## config.mk

```make
export PLATFORM = sky130hd
export DESIGN_NAME = ubg_usart
export DESIGN_NICKNAME = d
export VERILOG_FILES = /design/src/logic/ubg_pkg.sv /design/src/logic/ubg_baud_gen.sv /design/src/logic/ubg_usart.sv
export SDC_FILE = /design/constraint.sdc
export NUM_CORES = 1
export LEC_CHECK = 0
export BUFFER_PORTS_ARGS = -buffer_cell sky130_fd_sc_hd__buf_4
export CORE_ASPECT_RATIO = 1.5
export CORE_MARGIN = 2
export CORE_UTILIZATION = 35
export DETAILED_ROUTE_END_ITERATION = 7
export GPL_ROUTABILITY_DRIVEN = 0
export PLACE_DENSITY_LB_ADDON = 0.25
export SLEW_MARGIN = 20
export SYNTH_ARGS = -nofsm -noshare
export SYNTH_HDL_FRONTEND = slang
export SYNTH_HIERARCHICAL = 1
export SYNTH_SLANG_ARGS = --single-unit
```

## constraint.sdc

```tcl
create_clock -name sys_clk -period 5.3 [get_ports sys_clk]
set_clock_uncertainty 0.1 [all_clocks]
set_input_delay 0.53 -clock sys_clk [delete_from_list [all_inputs] [get_ports sys_clk]]
set_output_delay 0.53 -clock sys_clk [all_outputs]
set_load 0.03 [all_outputs]
```

## src/logic/ubg_pkg.sv

```systemverilog
// Shared constants, types and decoders of the serial transceiver block.
package ubg_pkg;

	// ==========================================================
	// Register byte offsets on the AXI4-Lite bus
	localparam logic [7:0] OFS_DATA = 8'h00;
	localparam logic [7:0] OFS_CTRLA = 8'h04;
	localparam logic [7:0] OFS_CTRLB = 8'h08;
	localparam logic [7:0] OFS_CTRLC = 8'h0c;
	localparam logic [7:0] OFS_BAUDLO = 8'h10;
	localparam logic [7:0] OFS_BAUDHI = 8'h14;

	// ==========================================================
	// Field positions of ctrl_status_a
	localparam int A_DBL = 0;
	localparam int A_TXDONE = 1;
	localparam int A_EMPTY = 2;
	localparam int A_RXRDY = 3;
	localparam int A_FE = 4;
	localparam int A_DOR = 5;
	localparam int A_PE = 6;

	// Field positions of the enable register
	localparam int B_TXEN = 0;
	localparam int B_RXEN = 1;
	localparam int B_IETX = 2;
	localparam int B_IEEMP = 3;
	localparam int B_IERX = 4;
	localparam int B_SIZE = 5;

	// Field positions of ctrl_status_c
	localparam int C_SYNC = 0;
	localparam int C_XDIR = 1;
	localparam int C_POL = 2;
	localparam int C_PEN = 3;
	localparam int C_PODD = 4;
	localparam int C_STOP2 = 5;

	// ==========================================================
	// Reset values and widths
	localparam int BAUD_W = 12;
	localparam int BAUD_LO_W = 8;
	localparam logic [2:0] RST_SIZE = 3'h3;
	localparam logic [BAUD_W-1:0] RST_BAUD = 12'h000;

	// ==========================================================
	// Baud tick counts: bit period minus one, and majority sample point
	localparam logic [3:0] PRE_NORM = 4'hf;
	localparam logic [3:0] PRE_DBL = 4'h7;
	localparam logic [3:0] MID_NORM = 4'h9;
	localparam logic [3:0] MID_DBL = 4'h5;

	// Bus answers
	localparam logic [1:0] RESP_OKAY = 2'h0;
	localparam logic [1:0] RESP_DECERR = 2'h3;

	// ==========================================================
	// Frame and clocking configuration carried as one word.
	typedef struct packed {
		logic sync;
		logic xdir;
		logic pol;
		logic parEn;
		logic parOdd;
		logic stop2;
		logic dbl;
		logic [2:0] size;
	} ubg_cfg_t;

	// One receive buffer entry with its error marks.
	typedef struct packed {
		logic fe;
		logic pe;
		logic [8:0] data;
	} ubg_rxent_t;

	// ==========================================================
	// Character size code 0..4 gives 5..9 data bits; others give 8.
	function automatic logic [3:0] ubg_bits(input logic [2:0] code);
		// Widened first: a three-bit sum would wrap for codes 3 and 4.
		ubg_bits = (code > 3'h4) ? 4'h8 : {1'b0, code} + 4'h5;
	endfunction : ubg_bits

	// Address decode shared by the write and read answers.
	function automatic logic ubg_mapped(input logic [7:0] a);
		ubg_mapped = (a == OFS_DATA) || (a == OFS_CTRLA) ||
			(a == OFS_CTRLB) || (a == OFS_CTRLC) ||
			(a == OFS_BAUDLO) || (a == OFS_BAUDHI);
	endfunction : ubg_mapped

endpackage : ubg_pkg

```

## src/logic/ubg_baud_gen.sv

```systemverilog
// Baud rate down-counter that emits one tick per divisor plus one clocks.
module ubg_baud_gen #(
	parameter int W = 12
) (
	// Clock and reset
	input wire logic clk,
	input wire logic arst_n,
	// Divisor and reload request
	input wire logic [W-1:0] divisor,
	input wire logic reload,
	// Tick output
	output logic tick
);

	logic [W-1:0] cnt;

	// ==========================================================
	// Tick when the count is at zero; a reload restarts the period.
	assign tick = (cnt == '0) & ~reload;

	// Count down every clock, reload at zero or on request.
	always_ff @(posedge clk or negedge arst_n) begin
		if (!arst_n) begin
			cnt <= '0;
		end else if (reload || cnt == '0) begin
			cnt <= divisor;
		end else begin
			cnt <= cnt - 1'b1;
		end
	end

endmodule : ubg_baud_gen

```

## src/logic/ubg_usart.sv

```systemverilog
// Serial transceiver with baud generator, four clock modes and bus slave.
// What this block does
// - Four modes: normal, double, master, slave.
// - Sync select one means synchronous operation.
// - Double speed acts only in asynchronous mode.
// - Pin direction picks master or slave clock.
// - Transfer clock pin idle in asynchronous modes.
// - Down-counter reloads at zero or low write.
// - Tick each zero: clock over divisor plus one.
// - Transmit bit clock: ticks over 2/8/16.
// - Receiver uses ticks with 2/8/16 states.
// - Bit rate: clock over 16/8/2 times.
// - Twelve-bit divisor from high and low parts.
// - One transmit buffer allows gapless frames.
// - Receive buffer holds two characters.
// - Flags frame, overrun and parity errors.
// - Frames of 5-9 data, 1-2 stop bits.
// - Hardware odd or even parity both ways.
// - Majority filter; false start bits dropped.
// - Three requests: sent, buffer empty, received.
// - Transmit and receive run independently.
// - External clock synchronised before use.
// - Recovery bypassed for synchronous reception.
// - Slave clock: sync, edge detect, below quarter.
// - Polarity chooses change and sample edges.
// - Double speed: divider 8, eight samples.
//
// The AXI4-Lite interface to the registers and the register offsets are this design's own decisions.
module ubg_usart import ubg_pkg::*; (
	// Clock and reset
	input wire logic sys_clk,
	input wire logic arst_n,
	// AXI4-Lite write channels
	input wire logic [7:0] awaddr,
	input wire logic awvalid,
	output logic awready,
	input wire logic [31:0] wdata,
	input wire logic [3:0] wstrb,
	input wire logic wvalid,
	output logic wready,
	output logic [1:0] bresp,
	output logic bvalid,
	input wire logic bready,
	// AXI4-Lite read channels
	input wire logic [7:0] araddr,
	input wire logic arvalid,
	output logic arready,
	output logic [31:0] rdata,
	output logic [1:0] rresp,
	output logic rvalid,
	input wire logic rready,
	// Serial lines
	output logic txd,
	input wire logic rxd,
	input wire logic xckIn,
	output logic xckOut,
	output logic xckOe_n,
	// Event requests
	output logic txDoneIrq,
	output logic dataEmptyIrq,
	output logic rxDoneIrq
);

	typedef enum logic [2:0] {TX_IDLE, TX_DATA, TX_PAR, TX_STOP,
		TX_LAST} ubg_txst_t;
	typedef enum logic [2:0] {RX_IDLE, RX_START, RX_DATA, RX_PAR,
		RX_STOP} ubg_rxst_t;

	ubg_cfg_t cfg;
	logic [BAUD_W-1:0] baud;
	logic baudReload, txEn, rxEn, ieTx, ieEmp, ieRx;
	logic [7:0] awAddr;
	logic [31:0] wData;
	logic [3:0] wStrb;

	// ==========================================================
	// Bus decode
	wire awTake = awvalid & awready;
	wire wTake = wvalid & wready;
	wire arTake = arvalid & arready;
	wire doWrite = ~awready & ~wready & ~bvalid;
	wire wLo = doWrite & wStrb[0];
	wire wrData = wLo & (awAddr == OFS_DATA);
	wire wrCtrlA = wLo & (awAddr == OFS_CTRLA);
	wire wrCtrlB = wLo & (awAddr == OFS_CTRLB);
	wire wrCtrlC = wLo & (awAddr == OFS_CTRLC);
	wire wrBaudLo = wLo & (awAddr == OFS_BAUDLO);
	wire wrBaudHi = wLo & (awAddr == OFS_BAUDHI);
	wire rdPop;
	logic [31:0] statA, statB, statC, rdMux;

	// ==========================================================
	// Bus slave: address and data taken in either order, then answer.
	always_ff @(posedge sys_clk or negedge arst_n) begin
		if (!arst_n) begin
			awready <= 1'b1;
			wready <= 1'b1;
			bvalid <= 1'b0;
			bresp <= RESP_OKAY;
			arready <= 1'b1;
			rvalid <= 1'b0;
			rdata <= 32'h0;
			rresp <= RESP_OKAY;
			awAddr <= 8'h00;
			wData <= 32'h0;
			wStrb <= 4'h0;
		end else begin
			if (awTake) begin
				awAddr <= awaddr;
				awready <= 1'b0;
			end
			if (wTake) begin
				wData <= wdata;
				wStrb <= wstrb;
				wready <= 1'b0;
			end
			if (doWrite) begin
				bvalid <= 1'b1;
				bresp <= ubg_mapped(awAddr) ? RESP_OKAY : RESP_DECERR;
			end
			if (bvalid && bready) begin
				bvalid <= 1'b0;
				awready <= 1'b1;
				wready <= 1'b1;
			end
			if (arTake) begin
				arready <= 1'b0;
				rvalid <= 1'b1;
				rdata <= rdMux;
				rresp <= ubg_mapped(araddr) ? RESP_OKAY : RESP_DECERR;
			end
			if (rvalid && rready) begin
				rvalid <= 1'b0;
				arready <= 1'b1;
			end
		end
	end

	// ==========================================================
	// Configuration registers; a low divisor write restarts the count.
	always_ff @(posedge sys_clk or negedge arst_n) begin
		if (!arst_n) begin
			cfg <= '{size: RST_SIZE, default: 1'b0};
			baud <= RST_BAUD;
			baudReload <= 1'b0;
			{txEn, rxEn, ieTx, ieEmp, ieRx} <= 5'h00;
		end else begin
			baudReload <= wrBaudLo;
			if (wrCtrlA) cfg.dbl <= wData[A_DBL];
			if (wrCtrlB) begin
				txEn <= wData[B_TXEN];
				rxEn <= wData[B_RXEN];
				ieTx <= wData[B_IETX];
				ieEmp <= wData[B_IEEMP];
				ieRx <= wData[B_IERX];
				cfg.size <= wData[B_SIZE+:3];
			end
			if (wrCtrlC) begin
				cfg.sync <= wData[C_SYNC];
				cfg.xdir <= wData[C_XDIR];
				cfg.pol <= wData[C_POL];
				cfg.parEn <= wData[C_PEN];
				cfg.parOdd <= wData[C_PODD];
				cfg.stop2 <= wData[C_STOP2];
			end
			if (wrBaudLo) baud[BAUD_LO_W-1:0] <= wData[BAUD_LO_W-1:0];
			if (wrBaudHi) begin
				baud[BAUD_W-1:BAUD_LO_W] <= wData[BAUD_W-BAUD_LO_W-1:0];
			end
		end
	end

	// ==========================================================
	// Clock generation: baud ticks, mode decode, pin edges.
	wire bTick;
	ubg_baud_gen #(.W(BAUD_W)) u_baud (
		.clk(sys_clk),
		.arst_n(arst_n),
		.divisor(baud),
		.reload(baudReload),
		.tick(bTick)
	);

	// The speed bit is masked in sync mode, so a stale setting is harmless.
	wire dblEff = cfg.dbl & ~cfg.sync;
	wire master = cfg.sync & cfg.xdir;
	wire slave = cfg.sync & ~cfg.xdir;
	wire [3:0] preTop = dblEff ? PRE_DBL : PRE_NORM;
	wire [3:0] midTop = dblEff ? MID_DBL : MID_NORM;
	logic xcM, xcS, xcP;
	logic [3:0] pre;

	// Pin edges; the slave path sees xcS and xcP only, never xcM.
	wire mRise = master & bTick & ~xckOut;
	wire mFall = master & bTick & xckOut;
	wire sRise = slave & xcS & ~xcP;
	wire sFall = slave & ~xcS & xcP;
	wire xRise = mRise | sRise;
	wire xFall = mFall | sFall;
	wire syncChg = cfg.pol ? xFall : xRise;
	wire syncSmp = cfg.pol ? xRise : xFall;
	wire asyncStrb = ~cfg.sync & bTick & (pre == preTop);
	wire txStrb = cfg.sync ? syncChg : asyncStrb;

	// Synchroniser, prescaler and pin drive. The master clock toggles
	// each tick, so one bit lasts two ticks.
	always_ff @(posedge sys_clk or negedge arst_n) begin
		if (!arst_n) begin
			{xcM, xcS, xcP} <= 3'h0;
			pre <= 4'h0;
			xckOut <= 1'b0;
			xckOe_n <= 1'b1;
		end else begin
			xcM <= xckIn;
			xcS <= xcM;
			xcP <= xcS;
			if (bTick) pre <= (pre == preTop) ? 4'h0 : pre + 4'h1;
			xckOe_n <= ~master;
			if (!master || !(txEn || rxEn)) xckOut <= 1'b0;
			else if (bTick) xckOut <= ~xckOut;
		end
	end

	// ==========================================================
	// Transmitter: one buffer ahead of the shift register.
	ubg_txst_t txSt;
	logic [8:0] txBuf, txSh;
	logic txFull, txPar, txDone;
	logic [3:0] txCnt;
	wire [3:0] nBits = ubg_bits(cfg.size);
	wire [8:0] bitMask = 9'h1ff >> (4'h9 - nBits);
	wire txLoad = txEn & txStrb & txFull &
		((txSt == TX_IDLE) | (txSt == TX_LAST));
	wire txEnd = txStrb & (txSt == TX_LAST) & ~txLoad;

	// Buffer fill; a write while full is dropped.
	always_ff @(posedge sys_clk or negedge arst_n) begin
		if (!arst_n) begin
			txBuf <= 9'h000;
			txFull <= 1'b0;
		end else if (txLoad) begin
			txFull <= 1'b0;
		end else if (wrData && !txFull) begin
			txBuf <= {wStrb[1] & wData[8], wData[7:0]};
			txFull <= 1'b1;
		end
	end

	// Frame sequencer; each strobe starts the next bit on the line.
	always_ff @(posedge sys_clk or negedge arst_n) begin
		if (!arst_n) begin
			txSt <= TX_IDLE;
			txSh <= 9'h000;
			txCnt <= 4'h0;
			txPar <= 1'b0;
			txd <= 1'b1;
		end else if (!txEn) begin
			txSt <= TX_IDLE;
			txd <= 1'b1;
		end else if (txLoad) begin
			txd <= 1'b0;
			txSh <= txBuf & bitMask;
			txPar <= ^(txBuf & bitMask) ^ cfg.parOdd;
			txCnt <= 4'h0;
			txSt <= TX_DATA;
		end else if (txStrb) begin
			case (txSt)
				TX_DATA: begin
					txd <= txSh[0];
					txSh <= txSh >> 1;
					txCnt <= txCnt + 4'h1;
					if (txCnt == nBits - 4'h1) begin
						txSt <= cfg.parEn ? TX_PAR : TX_STOP;
						txCnt <= 4'h0;
					end
				end
				TX_PAR: begin
					txd <= txPar;
					txSt <= TX_STOP;
				end
				TX_STOP: begin
					txd <= 1'b1;
					txCnt <= 4'h1;
					if (!cfg.stop2 || txCnt != 4'h0) txSt <= TX_LAST;
				end
				TX_LAST: txSt <= TX_IDLE;
				default: txSt <= TX_IDLE;
			endcase
		end
	end

	// Completion flag: the hardware set wins over a same-cycle clear.
	always_ff @(posedge sys_clk or negedge arst_n) begin
		if (!arst_n) txDone <= 1'b0;
		else if (txEnd) txDone <= 1'b1;
		else if (wrCtrlA && wData[A_TXDONE]) txDone <= 1'b0;
	end

	// ==========================================================
	// Receiver: own synchroniser, recovery and two-entry buffer.
	ubg_rxst_t rxSt;
	ubg_rxent_t rb [0:1];
	logic rxM, rxS, rxPbit, dor, wrP, rdP;
	logic [1:0] smp, rxCnt;
	logic [3:0] sc, rxBitCnt;
	logic [8:0] rsh;

	// Three-sample majority rejects short glitches around mid-bit.
	wire maj = (smp[1] & smp[0]) | (smp[1] & rxS) | (smp[0] & rxS);
	wire rxBit = cfg.sync ? syncSmp : (bTick & (sc == midTop));
	wire bitVal = cfg.sync ? rxS : maj;
	wire [8:0] rxAligned = rsh >> (4'h9 - nBits);
	wire rxPe = cfg.parEn & (^rxAligned ^ cfg.parOdd ^ rxPbit);
	wire push = rxBit & (rxSt == RX_STOP);
	wire full2 = (rxCnt == 2'h2);
	assign rdPop = arTake & (araddr == OFS_DATA) & (rxCnt != 2'h0);

	// Receive state machine, independent of the transmitter.
	always_ff @(posedge sys_clk or negedge arst_n) begin
		if (!arst_n) begin
			{rxM, rxS} <= 2'h3;
			smp <= 2'h3;
			sc <= 4'h0;
			rxSt <= RX_IDLE;
			rsh <= 9'h000;
			rxBitCnt <= 4'h0;
			rxPbit <= 1'b0;
		end else begin
			rxM <= rxd;
			rxS <= rxM;
			if (bTick) smp <= {smp[0], rxS};
			if (bTick && rxSt != RX_IDLE) begin
				sc <= (sc == preTop) ? 4'h0 : sc + 4'h1;
			end
			if (!rxEn) begin
				rxSt <= RX_IDLE;
			end else case (rxSt)
				RX_IDLE: begin
					rsh <= 9'h000;
					rxBitCnt <= 4'h0;
					sc <= 4'h1;
					if (cfg.sync && syncSmp && !rxS) rxSt <= RX_DATA;
					else if (!cfg.sync && bTick && !rxS) rxSt <= RX_START;
				end
				RX_START: if (rxBit) begin
					rxSt <= bitVal ? RX_IDLE : RX_DATA;
				end
				RX_DATA: if (rxBit) begin
					rsh <= {bitVal, rsh[8:1]};
					rxBitCnt <= rxBitCnt + 4'h1;
					if (rxBitCnt == nBits - 4'h1) begin
						rxSt <= cfg.parEn ? RX_PAR : RX_STOP;
					end
				end
				RX_PAR: if (rxBit) begin
					rxPbit <= bitVal;
					rxSt <= RX_STOP;
				end
				RX_STOP: if (rxBit) rxSt <= RX_IDLE;
				default: rxSt <= RX_IDLE;
			endcase
		end
	end

	// Two-entry buffer; a character arriving when both are full is lost.
	always_ff @(posedge sys_clk or negedge arst_n) begin
		if (!arst_n) begin
			rb[0] <= '0;
			rb[1] <= '0;
			wrP <= 1'b0;
			rdP <= 1'b0;
			rxCnt <= 2'h0;
			dor <= 1'b0;
		end else begin
			if (push && !full2) begin
				rb[wrP] <= '{fe: ~bitVal, pe: rxPe, data: rxAligned};
				wrP <= ~wrP;
			end
			if (rdPop) rdP <= ~rdP;
			rxCnt <= rxCnt + 2'((push && !full2) ? 1 : 0) -
				2'(rdPop ? 1 : 0);
			if (push && full2) dor <= 1'b1;
			else if (rdPop) dor <= 1'b0;
		end
	end

	// ==========================================================
	// Read data and requests.
	always_comb begin
		statA = 32'h0;
		statA[A_DBL] = cfg.dbl;
		statA[A_TXDONE] = txDone;
		statA[A_EMPTY] = ~txFull;
		statA[A_RXRDY] = (rxCnt != 2'h0);
		statA[A_FE] = rb[rdP].fe & (rxCnt != 2'h0);
		statA[A_DOR] = dor;
		statA[A_PE] = rb[rdP].pe & (rxCnt != 2'h0);
		statB = 32'h0;
		statB[B_TXEN] = txEn;
		statB[B_RXEN] = rxEn;
		statB[B_IETX] = ieTx;
		statB[B_IEEMP] = ieEmp;
		statB[B_IERX] = ieRx;
		statB[B_SIZE+:3] = cfg.size;
		statC = 32'h0;
		statC[C_SYNC] = cfg.sync;
		statC[C_XDIR] = cfg.xdir;
		statC[C_POL] = cfg.pol;
		statC[C_PEN] = cfg.parEn;
		statC[C_PODD] = cfg.parOdd;
		statC[C_STOP2] = cfg.stop2;
		case (araddr)
			OFS_DATA: rdMux = {23'h0, rb[rdP].data};
			OFS_CTRLA: rdMux = statA;
			OFS_CTRLB: rdMux = statB;
			OFS_CTRLC: rdMux = statC;
			OFS_BAUDLO: rdMux = {24'h0, baud[BAUD_LO_W-1:0]};
			OFS_BAUDHI: rdMux = {28'h0, baud[BAUD_W-1:BAUD_LO_W]};
			default: rdMux = 32'h0;
		endcase
	end

	// Requests are level, gated by their enables, and follow flags by one.
	always_ff @(posedge sys_clk or negedge arst_n) begin
		if (!arst_n) begin
			{txDoneIrq, dataEmptyIrq, rxDoneIrq} <= 3'h0;
		end else begin
			txDoneIrq <= txDone & ieTx;
			dataEmptyIrq <= ~txFull & ieEmp;
			rxDoneIrq <= (rxCnt != 2'h0) & ieRx;
		end
	end

endmodule : ubg_usart

```

# Yosys cells after proc, flatten, opt, wreduce, memory -nomap -nowiden

Index checks and enable logic that the tools add are counted.
Widths: inputs -> output; s select.

Bits of input ports: 61
Memory bits (writable): 0
Bits in latches: 0
Output and inout bits: 47
Memories kept: 0
Memory bits (read-only): 0
Register bits after elaboration: 193

Eq/ne operators: 35
Div/mod/pow operators: 0
Bitwise logic cells: 70
Multipliers: 0
Reduce and logical (&&, ||, !) cells: 64
Magnitude comparators: 4
Shift operators: 2
Muxes and demuxes: 76
Add/subtract/negate cells: 10

Operators with widths:

| kind                | count |
|---|---|
| $pmux 9 s6          | 1 |
| $mux 4              | 12 |
| $and 1x1->1         | 44 |
| $mux 11             | 4 |
| $mux 3              | 14 |
| $mux 9              | 4 |
| $eq 8x4->1 const B  | 4 |
| $eq 8x5->1 const B  | 4 |
| $mux 1              | 29 |
| $reduce_bool 2->1   | 12 |
| $bwmux 22           | 1 |
| $eq 4x4->1          | 5 |
| $pmux 9 s2          | 1 |
| $reduce_xor 9->1    | 2 |
| $add 4x1->4 const B | 4 |
| $eq 8x3->1 const B  | 2 |
| $logic_not 8->1     | 2 |
| $pmux 4 s2          | 2 |
| $ne 3x3->1 const B  | 5 |
| $not 1->1           | 15 |
| $pmux 3 s5          | 1 |
| $reduce_and 3->1    | 5 |
| $logic_or 1x1->1    | 14 |
| $eq 3x2->1 const B  | 4 |
| other kinds (35)    | 70 |

# Depth between registers and ports, before layout

Depth in word-level cells: 13
Mapped depth: 16
Depth with buffers taken out: 15

# Hierarchy

Netlist, hierarchy kept.

Modules (own cells, without submodules):

| module       | area each (µm²) | instances | cells an instance |
|---|---|---|---|
| ubg_usart    | 8216.6          | 1         | 806 |
| ubg_baud_gen | 709.4           | 1         | 72 |

# Worst setup path after synthesis

No wires, ideal clock.

Path type: register -> register
Start point: reg cfg[0] (netlist name)
End point: reg rb[9] (netlist name)
Stages on the path, launching flop included: 16
Buffers on the path: 2
Arrival time: 3483 ps
Data required time: 5105 ps
Slack: 1621 ps
Cell sequence: dfstp_2 -> buf_2 -> inv_1 -> ha_1 -> nand2b_1 -> buf_6 -> nand2_1 -> ha_1 -> ha_1 -> nor2_1 -> o21ai_0 -> o32ai_1 -> xnor2_1 -> xnor2_1 -> xnor3_1 -> o31ai_1

Cells in the longest elaborated chain, start to end: 9

Ends and longest elaborated chain:

| what                                      | line             | text |
|---|---|---|
| start, declared                           | ubg_usart.sv:69  | `ubg_cfg_t cfg;` |
| $add 3x3->4 or $gt 3x3->1 (tied branches) | ubg_pkg.sv:81    | `ubg_bits = (code > 3'h4) ? 4'h8 : {1'b0, code} + 4'h5;` |
| $mux 4 (*)                                | ubg_pkg.sv:81    |  |
| $sub 4x4->4 (*)                           | ubg_usart.sv:312 | `wire [8:0] rxAligned = rsh >> (4'h9 - nBits);` |
| $shr 9x4->9 (*)                           | ubg_usart.sv:312 |  |
| $reduce_xor 9->1 (*)                      | ubg_usart.sv:313 | `wire rxPe = cfg.parEn & (^rxAligned ^ cfg.parOdd ^ rxPbit);` |
| $xor 1x1->1 (*) (2 in a row)              | ubg_usart.sv:313 |  |
| $and 1x1->1 (*)                           | ubg_usart.sv:313 |  |
| $bwmux 22 (*)                             | ubg_usart.sv:376 | `rb[wrP] <= '{fe: ~bitVal, pe: rxPe, data: rxAligned};` |
| end signal, assigned by index             | ubg_usart.sv:376 |  |
| end, declared                             | ubg_usart.sv:302 | `ubg_rxent_t rb [0:1];` |

Every way passes the cells marked *; elsewhere a longest branch is shown, timed or not.
A chain may end at the register's enable or synchronous reset.

# Worst setup path after layout

Same ends and word-level chain as after synthesis.

==> metrics.md <==
| Metric | Value |
|---|---|
| Status | finished clean |
| Global route total overflow | 0 |
| Via density per instance | between 5 and 6 |
| Commonest cells after routing, fill and taps aside | 157 x dfrtp_1, 91 x nand2_1, 81 x nor2_1, 74 x mux2_2, 66 x buf_4 |
| Post-route clock period utilization | between 80% and 90% |
| Skew-Pair Late Insertion Delay | 430 ps |
| Fillers | 2464 |
| Initial antenna violation count | 0 |
| Max-cap violations | 0 |
| Gr usage total | between 15 and 20% |
| Root buffer cell | clkbuf_16 |
| P_leak | about 4.4 nW |
| Vias in the first global route | 6285 |
| CTS Sinks | 168 |
| Cell Chain, Critical Path | inv_1, ha_1, nand2b_1, nand2_1, ha_1, ha_1, nor2_1, o221ai_1, o22ai_2, xnor2_1, xnor2_1, xnor3_1, o31ai_1 |
| Wire per inst | roughly 16 µm |
| Area of the multi-input gates | approximately 4300 µm² |
| Post-Synth Simple-Gate Area | between 15 and 20% |
| Slowest CP cell | dfstp_2 |
| Post-DP HPWL | roughly 15 mm |
| CP Launch Type | register |
| Fin. Hold Viols | 0 |
| Core Util, Final | between 40% and 50% |
| Antenna-violating nets left | 0 |
| Ant. Diodes | 0 |
| Port Buffers | 59 |
| Max-slew violations | 0 |
| CP Max Fanout | 23 |
| Initial DRC count | between 300 and 400 |
| Peak VDD IR | 0.211 mV |
| Synth Flop Type | dfrtp_1 |
| Worst Tran Pin Value | 960 ps |
| WS Path Type | register to register |
| Cell Area, Synth | slightly below 9000 µm² |
| Synth Area in Adders | under 10% |
| Asr flop ratio synth | 100% |
| Final setup vio count | 0 |
| CP dominant cell by count | ha_1 |
| TritonCTS buffer count | 17 |
| Core Rows | about 70 |
| Area growth, synth to finish | 13.7% |
| RSZ-0062 raised after global routing | no |
| Synth Area in XOR/XNOR | 4.57% |
| Initial core utilization | 35.6% |
| Total Nets Final | approximately 1k |
| Post-synthesis sequential area ratio | 47.3% |
| Core area | roughly 25000 µm² |
| Most common cell after layout, fill and taps aside | dfrtp_1 |
| Chip Width | approximately 130 µm |
| Largest net degree at the start of global routing | ~100 |
| Mapped Avg Cell Area | 10.2 µm² |
| Compound-Gate Fraction of Synth Area | between 10 and 15% |
| Routed vias | ~6.4k |
| Fmax | around 220 MHz |
| Largest stage delay on the critical path | approximately 800 ps |
| Gate Count Post-Synth | 878 |
| Relative slew margins | between 30% and 40% |
| IO Count | ~110 |
| TNS Setup | 0 ps |
| Die height | 200 µm |
| Die footprint | about 27000 µm² |
| Worst setup EP type | register |
| PostCTS Resize Cnt | 0 |
| First-pass GRT wire length | approximately 34 mm |
| PD cells | approximately 390 nW/µm² |
| Share of cells above drive strength 1 | between 20 and 25% |
| DP Cell Count | about 1.2k |
| Final Power | around 0.004 W |
| Sequential cell area | around 4200 µm² |
| Yosys warns | 6 |
| Clock-pin slew on the worst setup and hold paths | approximately 70 ps |
| TritonRoute pass-1 iters | 6 |
| Setup Fix Bufs, Post-CTS | 0 |
| Routed WL | between 20 and 25 mm |
| Mux share of post-synthesis cell area | 11.7% |
| Arr. time, crit path | about 4700 ps |
| WP data required | 5530 ps |
| Minimum clock period | 4510 ps |
| Non-Filler Instances | between 1k and 1.5k |
| Post-CTS Hold Buffers | 0 |
| TritonCTS clock tree | built |
| Post-synth cell types | 79 |
| EDFF count, synth | 0 |
| H-tree levels | 4 |
| CTS max path bufs | 2 |
| Largest family of logic cells by synthesized area | simple AND/OR/NAND/NOR gates |
| Synth Register Bits | 168 |
| # DRC | 0 |
| Worst hold-check path type | primary input to asynchronous set/reset pin |
layout make-up:
| class | instances | share of cell area (%) |
|---|---|---|
| clock buffer | 17 | 4.19 |
| clock inverter | 15 | 1.45 |
| inverter | 31 | 1.15 |
| multi-input combinational | 638 | 42.4 |
| sequential | 168 | 41.6 |
| tap | 328 | 4.04 |
| timing repair buffer | 68 | 5.19 |
Yosys cell counts, drive strengths merged, types with 6 or more instances:
master | instances | area [µm²]
dfrtp | 157 | 3930
mux2 | 74 | 833
a21o | 6 | 45.0
mux2i | 19 | 190
nand2 | 91 | 342
xnor2 | 34 | 298
o22ai | 7 | 50.1
nand3 | 20 | 100
o31ai | 7 | 57.6
dfstp | 11 | 289
o21ai | 52 | 260
nor3 | 22 | 115
clkbuf | 22 | 82.6
inv | 31 | 116
a21oi | 42 | 210
a31oi | 6 | 37.5
nor2b | 14 | 87.6
buf | 41 | 288
or3 | 7 | 48.8
nor2 | 83 | 322
ha | 18 | 225
nand2b | 13 | 81.3
xor2 | 10 | 87.6
nor4 | 6 | 67.6
path summary, 6_finish.rpt:
path,cells past startpoint,from,end,slack [ps]
setup reg to reg,13,cfg[0]$_DFFE_PN1P_,rb[9]$_DFFE_PN0P_,790
max in group asynchronous,2,arst_n,arready$_DFFE_PN1P_,4080
hold reg to reg,0,rxM$_DFF_PN1_,rxS$_DFF_PN1_,260
setup / recovery,13,cfg[0]$_DFFE_PN1P_,rb[9]$_DFFE_PN0P_,790
min in group sys_clk,1,rxd,rxM$_DFF_PN1_,100
hold / removal,1,arst_n,rsh[7]$_DFFE_PN0P_,90
logic make-up (layout without fill, tap and decap cells):
kind of cell	count (synthesis)	after routing
AO/OA/AOI/OAI	170	170
XOR/XNOR	45	45
adder cells (fa/ha/maj)	18	18
buffers and inverters	94	131
flip-flops	168	168
multiplexers	94	94
other	1	23
AND/OR/NAND/NOR	288	288
per-stage QoR:
stage / instance area [µm²] / worst slack [ps] / hold WS [ps]
CTS: 10100 / 808 / 84.8
global route: 10100 / 455 / 83.6
global placement: 9580 / 892 / 240
finish: 10100 / 789 / 93.7
detailed placement: 9580 / 821 / 244
floorplan: 9010 / 1620 / 134
sequential cells by signal (all words and copies together), names as in the netlist, 3 cells and up:
| name | count |
|---|---|
| rb | 22 |
| sc | 4 |
| u_baud/cnt | 12 |
| wData | 9 |
| txSt | 3 |
| rxBitCnt | 4 |
| rsh | 9 |
| baud | 12 |
| pre | 4 |
| rxSt | 3 |
| txBuf | 9 |
| rdata | 9 |
| txSh | 9 |
| awAddr | 8 |
| txCnt | 4 |
| cfg | 10 |
worst max-delay path, delay by kind of cell, from the launching register on:
kind	cells	cell delay, ps
and+or+nand+nor	3	920
AOI/OAI and AO/OA	3	790
adders and majority gates	3	820
DFF	1	800
buffers and inverters	1	260
xor gates and xnor gates	3	700
report_power, final:
part / internal, W / switching [W]
Sequential: 0.00151 / 0.000274
Combinational: 0.000463 / 0.000539
Clock: 0.000655 / 0.000548
per-layer routing:
layer	track usage (%)	vias up	wire length (µm)
met5	0	-	0
met4	7.37	0	690
met3	3.02	32	789
li1	-	3117	-
met1	19.0	3121	8480
met2	28.2	121	10500
No activity file was read; power rests on OpenSTA's default activity.
